$ cat config.mk
export PLATFORM = sky130hd
export DESIGN_NAME = wcg_top
export DESIGN_NICKNAME = d
export VERILOG_FILES = /design/src/logic/wcg_pkg.sv /design/src/logic/wcg_bit_cell.sv /design/src/logic/wcg_top.sv
export VERILOG_INCLUDE_DIRS = /design/src /design/src/logic
export SDC_FILE = /design/constraint.sdc
export NUM_CORES = 1
export LEC_CHECK = 0
export ABC_AREA = 1
export BUFFER_PORTS_ARGS = -buffer_cell sky130_fd_sc_hd__buf_4
export CORE_MARGIN = 2
export CORE_UTILIZATION = 50
export DETAILED_ROUTE_END_ITERATION = 6
export PLACE_DENSITY = 0.73
export REMOVE_ABC_BUFFERS = 1
export SYNTH_ARGS = -nofsm -noshare
export SYNTH_HDL_FRONTEND = slang
export SYNTH_SLANG_ARGS = --single-unit
$ cat constraint.sdc
create_clock -name clk_in -period 1.9 [get_ports clk_in]
set_clock_uncertainty 0.15 [all_clocks]
set_input_delay 0.38 -clock clk_in [delete_from_list [all_inputs] [get_ports clk_in]]
set_output_delay 0.38 -clock clk_in [all_outputs]
set_load 0.005 [all_outputs]
$ cat src/logic/wcg_cfg.svh
`ifndef WCG_CFG_SVH
`define WCG_CFG_SVH

// ****************************************
// Sizes
// ****************************************
`define WCG_WORD_W 16
`define WCG_NUM_K 24

// ****************************************
// Select codes (octal)
// ****************************************
`define WCG_CODE_FIRST 7'o100
`define WCG_CODE_NINTH 7'o110
`define WCG_CODE_LAST 7'o127

// ****************************************
// Timing
// ****************************************
`define WCG_XFER_NS 2400
`define WCG_CLK_MHZ 10
`define WCG_XFER_CYC ((`WCG_XFER_NS * `WCG_CLK_MHZ) / 1000)
`define WCG_SETTLE_CYC 2

// ****************************************
// Wired constant values, one per select line
// ****************************************
`define WCG_K01 16'h0001
`define WCG_K02 16'h0002
`define WCG_K03 16'h0003
`define WCG_K04 16'h0004
`define WCG_K05 16'h0005
`define WCG_K06 16'h0006
`define WCG_K07 16'h0007
`define WCG_K08 16'h0008
`define WCG_K09 16'h0009
`define WCG_K10 16'h000a
`define WCG_K11 16'h000b
`define WCG_K12 16'h000c
`define WCG_K13 16'h000d
`define WCG_K14 16'h000e
`define WCG_K15 16'h000f
`define WCG_K16 16'h0010
`define WCG_K17 16'h0020
`define WCG_K18 16'h0040
`define WCG_K19 16'h0080
`define WCG_K20 16'h00ff
`define WCG_K21 16'h0100
`define WCG_K22 16'h0fff
`define WCG_K23 16'h7fff
`define WCG_K24 16'hffff

`endif

$ cat src/logic/wcg_pkg.sv
`include "wcg_cfg.svh"

package wcg_pkg;

	typedef logic [`WCG_WORD_W-1:0] wcg_word_t;
	typedef logic [`WCG_NUM_K-1:0] wcg_sel_t;

	typedef struct packed {
		wcg_word_t data;
		logic oe_n;
		logic load;
	} wcg_bus_t;

	typedef enum logic [1:0] {
		WCG_IDLE,
		WCG_DRIVE,
		WCG_LOAD
	} wcg_state_t;

endpackage

$ cat src/logic/wcg_bit_cell.sv
`timescale 1ns/1ps

// ****************************************
// One bit position shared by all constants
// ****************************************
module wcg_bit_cell
	import wcg_pkg::*;
#(
	parameter wcg_sel_t THREAD = '0
) (
	input wire wcg_sel_t sel_in,
	output logic bit_out
);

	// Threaded wire reads one, bypassing wire reads zero
	always_comb begin
		bit_out = |(sel_in & THREAD);
	end

endmodule

$ cat src/logic/wcg_top.sv
`timescale 1ns/1ps
`include "wcg_cfg.svh"

// Operation
// Twenty-four selectable constants, one to twenty-four
// Sixteen-bit words, one element per bit
// Threaded bit reads one, bypassed reads zero
// Octal codes 100..127 load second accumulator
// Processor decoders produce the select strobes
// Transfer completes within 2.4 microseconds
// Constant driven straight onto transfer bus
// Constant values set at build time
// Drive bus only during own selection
module wcg_top
	import wcg_pkg::*;
(
	input wire logic clk_in,
	input wire logic rst_n_in,
	input wire wcg_sel_t sel_in,
	output wcg_bus_t bus_out,
	output logic busy_out,
	output logic conflict_out
);

	// ****************************************
	// Constant table
	// ****************************************
	localparam wcg_word_t KTAB [`WCG_NUM_K] = '{
		`WCG_K01,
		`WCG_K02,
		`WCG_K03,
		`WCG_K04,
		`WCG_K05,
		`WCG_K06,
		`WCG_K07,
		`WCG_K08,
		`WCG_K09,
		`WCG_K10,
		`WCG_K11,
		`WCG_K12,
		`WCG_K13,
		`WCG_K14,
		`WCG_K15,
		`WCG_K16,
		`WCG_K17,
		`WCG_K18,
		`WCG_K19,
		`WCG_K20,
		`WCG_K21,
		`WCG_K22,
		`WCG_K23,
		`WCG_K24
	};
	localparam logic [4:0] SETTLE_CYC = 5'(`WCG_SETTLE_CYC);

	// Wiring of one bit position across all constants
	function automatic wcg_sel_t thread_of(input int b);
		wcg_sel_t t;
		t = '0;
		for (int k = 0; k < `WCG_NUM_K; k++) begin
			t[k] = KTAB[k][b];
		end
		return t;
	endfunction

	// ****************************************
	// Select arbitration
	// ****************************************
	wcg_sel_t pick;
	logic many;

	// Lowest numbered strobe wins if several arrive together
	always_comb begin
		pick = '0;
		many = 1'b0;
		for (int k = `WCG_NUM_K - 1; k >= 0; k--) begin
			if (sel_in[k]) begin
				many = |pick;
				pick = '0;
				pick[k] = 1'b1;
			end
		end
		if ($countones(sel_in) > 1) begin
			many = 1'b1;
		end
	end

	// ****************************************
	// Bit cells
	// ****************************************
	wcg_word_t word;

	for (genvar b = 0; b < `WCG_WORD_W; b++) begin : g_bit
		localparam wcg_sel_t THREAD_B = thread_of(b);
		wcg_bit_cell #(
			.THREAD(THREAD_B)
		) u_cell (
			.sel_in(pick),
			.bit_out(word[b])
		);
	end

	// ****************************************
	// Transfer sequencer
	// ****************************************
	wcg_state_t state_q, state_d;
	logic [4:0] cnt_q, cnt_d;
	logic take;
	logic fire;
	logic done;
	logic rest;

	// Start, load and release points of one transfer
	always_comb begin
		take = 1'b0;
		fire = 1'b0;
		done = 1'b0;
		rest = 1'b0;
		state_d = state_q;
		cnt_d = cnt_q;
		case (state_q)
			WCG_IDLE: begin
				if (|sel_in) begin
					take = 1'b1;
					cnt_d = SETTLE_CYC - 5'h01;
					state_d = WCG_DRIVE;
				end else begin
					rest = 1'b1;
				end
			end
			WCG_DRIVE: begin
				if (cnt_q == 5'h00) begin
					fire = 1'b1;
					state_d = WCG_LOAD;
				end else begin
					cnt_d = cnt_q - 5'h01;
				end
			end
			WCG_LOAD: begin
				done = 1'b1;
				state_d = WCG_IDLE;
			end
			default: begin
				rest = 1'b1;
				cnt_d = 5'h00;
				state_d = WCG_IDLE;
			end
		endcase
	end

	always_ff @(posedge clk_in or negedge rst_n_in) begin
		if (!rst_n_in) begin
			state_q <= WCG_IDLE;
			cnt_q <= 5'h00;
		end else begin
			state_q <= state_d;
			cnt_q <= cnt_d;
		end
	end

	// ****************************************
	// Bus drive
	// ****************************************
	wcg_bus_t bus_q, bus_d;

	// Bus is released, data zero, whenever no transfer runs
	always_comb begin
		bus_d = bus_q;
		bus_d.load = fire;
		if (take) begin
			bus_d.data = word;
			bus_d.oe_n = 1'b0;
		end else if (done || rest) begin
			bus_d.data = '0;
			bus_d.oe_n = 1'b1;
		end
	end

	always_ff @(posedge clk_in or negedge rst_n_in) begin
		if (!rst_n_in) begin
			bus_q.data <= '0;
			bus_q.oe_n <= 1'b1;
			bus_q.load <= 1'b0;
		end else begin
			bus_q <= bus_d;
		end
	end

	// ****************************************
	// Status flags
	// ****************************************
	logic busy_q, busy_d;
	logic conf_q, conf_d;

	// Conflict pulses for one cycle at the take
	always_comb begin
		busy_d = busy_q;
		conf_d = 1'b0;
		if (take) begin
			busy_d = 1'b1;
			conf_d = many;
		end else if (done || rest) begin
			busy_d = 1'b0;
		end
	end

	always_ff @(posedge clk_in or negedge rst_n_in) begin
		if (!rst_n_in) begin
			busy_q <= 1'b0;
			conf_q <= 1'b0;
		end else begin
			busy_q <= busy_d;
			conf_q <= conf_d;
		end
	end

	// ****************************************
	// Outputs
	// ****************************************
	assign bus_out = bus_q;
	assign busy_out = busy_q;
	assign conflict_out = conf_q;

endmodule

==> impl_metrics.tcl <==
set metrics [dict create \
    outcome "finished, violations left" \
    violations "setup timing" \
    syn-mean-instance-area_um2 6.44 \
    route.vias.total 4251 \
    cts_root_buf "clkbuf_8" \
    hold_class "reg -> reg" \
    syn_inst 499 \
    maxSlewViolCount 0 \
    min-delay-start "bus_out[2]" \
    worstHoldPathCells 2 \
    final_common_cell "buf_4" \
    clock_latency_ps 280 \
    grt_pass1_vias 4226 \
    area_growth_pct 58.3 \
    peakVddDrop_mv 1.29 \
    fp-row-count 29 \
    finalHoldViolCount 0 \
    critical_path_class "in -> reg" \
    cap_violations 0 \
    r2r_cells 11 \
    worstMarginPinSlew_ps 375 \
    synth_edf_count 0 \
    yosysTopAreaCellShare 0.171 \
    die_height_um 84.1 \
    dp_slack_ps -2870 \
    p_leak_nw 2.68 \
    ys_ff_latch 23 \
    fin_ws_ps -2360 \
    synth.largest_area_cell "dfrtp_1" \
    cts.path.max_buffers 2 \
    ys_types 43 \
    post-route-period-util 2.24 \
    fmax_ghz 0.235 \
    worst_setup_path_start_kind "primary input" \
    io_buffers 45 \
    viasPerCell 5.51 \
    layout.nets 747 \
    final_util 0.810 \
    remaining_drc_errors 0 \
    power.density_nw_per_um2 727 \
    period_needed_ps 4260 \
    rsz0062_at_grt "true" \
    timing.rr.end "cnt_q[2]" \
    cp-end-kind "flip-flop" \
    dp_cells 743 \
    cp.arrival_ps 4280 \
    grt_pass1_wl_um 20400 \
    most-common-layout-cells "buf_4 (183), nand2_1 (118), inv_1 (60), nor2_1 (60), nand3_1 (38)" \
    critPathMaxFanout 2 \
    path_clk_slew_ps 100 \
    r2r_start "cnt_q[1]" \
    initial_core_util 0.512 \
    ys.flop_type "dfrtp_1" \
    antenna_found_initial 0 \
    totalWireLength_um 12800 \
    clock_sinks 23 \
    cts_tree "yes" \
    dieArea_um2 7080 \
    grt_max_degree 24 \
    synth_warnings 0 \
    yosys-top-cells-area "dfrtp_1 (17%), nand2_1 (14%), fa_1 (11%)" \
    core_um2 6280 \
    antenna_cells 0 \
    wl_per_cell_um 16.6 \
    instances_no_fill 771 \
    syn_area_um2 3210 \
    first_iter_violations 308 \
    cts_buffers 3 \
    drive_above_1_share 0.427 \
    io_pins 46 \
    postRouteAntennaNets 0 \
    critPathRequiredTime_ps 1930 \
    overflow 0 \
    synth-async-reset-ratio 1.00 \
    min_to "bus_out[2]" \
    track_usage 0.361 \
    gp_congestion 1.02 \
    post-dp-hpwl_um 9950 \
    yosysSeqAreaShare 0.180 \
    dieWidth_um 84.1 \
    slew_headroom 0.748 \
    h-tree-depth 1 \
    drtPass1Iterations 7 \
    r2r_slack_ps -90 \
    setup_viol 15 \
]
[synth_stat cells, types with 2 or more instances]
master	n
nand2_1	124
inv_2	13
nand4_1	14
o211ai_1	2
nor3_1	6
inv_4	2
buf_4	6
nand3b_1	3
nand3_2	9
a21o_1	3
o21ai_0	16
nor2_2	8
nand2_4	2
nor2_8	2
nor4_1	3
a31oi_1	2
inv_1	63
nand3_1	43
nor2_4	8
dfrtp_1	22
o21ai_1	8
nor2_1	70
nand2_2	11
ha_1	9
a21oi_1	16
fa_1	17
[stage by stage]
| step | TNS, ps | hold slack (ps) | instance area [um2] | power [W] |
|---|---|---|---|---|
| 2_1_floorplan | -2570 | -65.6 | 3160 | 0.00188 |
| 3_3_place_gp | -8240 | 129 | 4590 | 0.00273 |
| 3_5_place_dp | -9210 | 137 | 4590 | 0.00287 |
| 4_1_cts | -2580 | 334 | 4920 | 0.00343 |
| 5_1_grt | -5150 | 371 | 5080 | 0.00398 |
| 6_report | -3420 | 349 | 5080 | 0.00370 |
[critical path: stages]
cell and delay, ps:
buf_4 120, fa_1 540, inv_1 60, fa_1 540
fa_1 440, fa_1 480, fa_1 510, inv_2 50
ha_4 160, fa_1 480, nor4_2 150, o211ai_1 130
o21ai_1 180, nand2_1 70
[worst max path at each step]
stage	end	slack [ps]	cells after the start	start
after floorplan	conflict_out	-2510	15	sel_in[17]
after global placement	conflict_out	-2740	16	sel_in[17]
after detailed placement	conflict_out	-2870	16	sel_in[17]
after CTS	conflict_out	-2410	14	sel_in[0]
after global routing	conflict_out	-2530	14	sel_in[0]
final	conflict_out	-2360	14	sel_in[0]
[cell families (layout without fill, tap and decap cells)]
logic type	count (synthesis)	after routing	synth area share
AOI/OAI and AO/OA	56	56	0.102
xor gates and xnor gates	2	2	0.00545
adders and majority gates	26	26	0.141
buffers and inverters	86	281	0.109
DFF	23	23	0.180
and+or+nand+nor	306	306	0.463
[report_power, final]
group	switching [W]	internal (W)
Sequential	0.000103	0.000635
Clock	0.000173	0.000147
Combinational	0.00140	0.00124
Total	0.00167	0.00202
[final cells by class]
cell class | instances | area, um2
clock buffers | 3 | 41.3
clock inverters | 1 | 5.00
fillers | 448 | 1190
inverters | 79 | 309
multi-input cells | 390 | 2490
flip-flops and latches | 23 | 577
well taps | 77 | 96.3
repair buffers | 198 | 1560
[flip-flops by register name (all words and copies together) (netlist names)]
signal,flops
bus_out,14
cnt_q,5
state_q,2
busy_out,1
conflict_out,1
[timing repair]
action | CTS | global route
setup endpoints to repair | 17 | 19
setup buffers | 18 | 5
pin swaps | 22 | 21
hold buffers | 1 | 0
endpoints found under the hold margin | 22 | 0
resized for setup | 39 | 34
[per-layer routing]
metal | wire length, um | up-vias | global-route usage
li1 | - | 1996 | -
met2 | 6340 | 228 | 0.642
met3 | 1020 | 53 | 0.0659
met1 | 4960 | 1974 | 0.440
met4 | 517 | 0 | 0.120
met5 | 0 | - | 0
(Power assumes the default switching activity.)
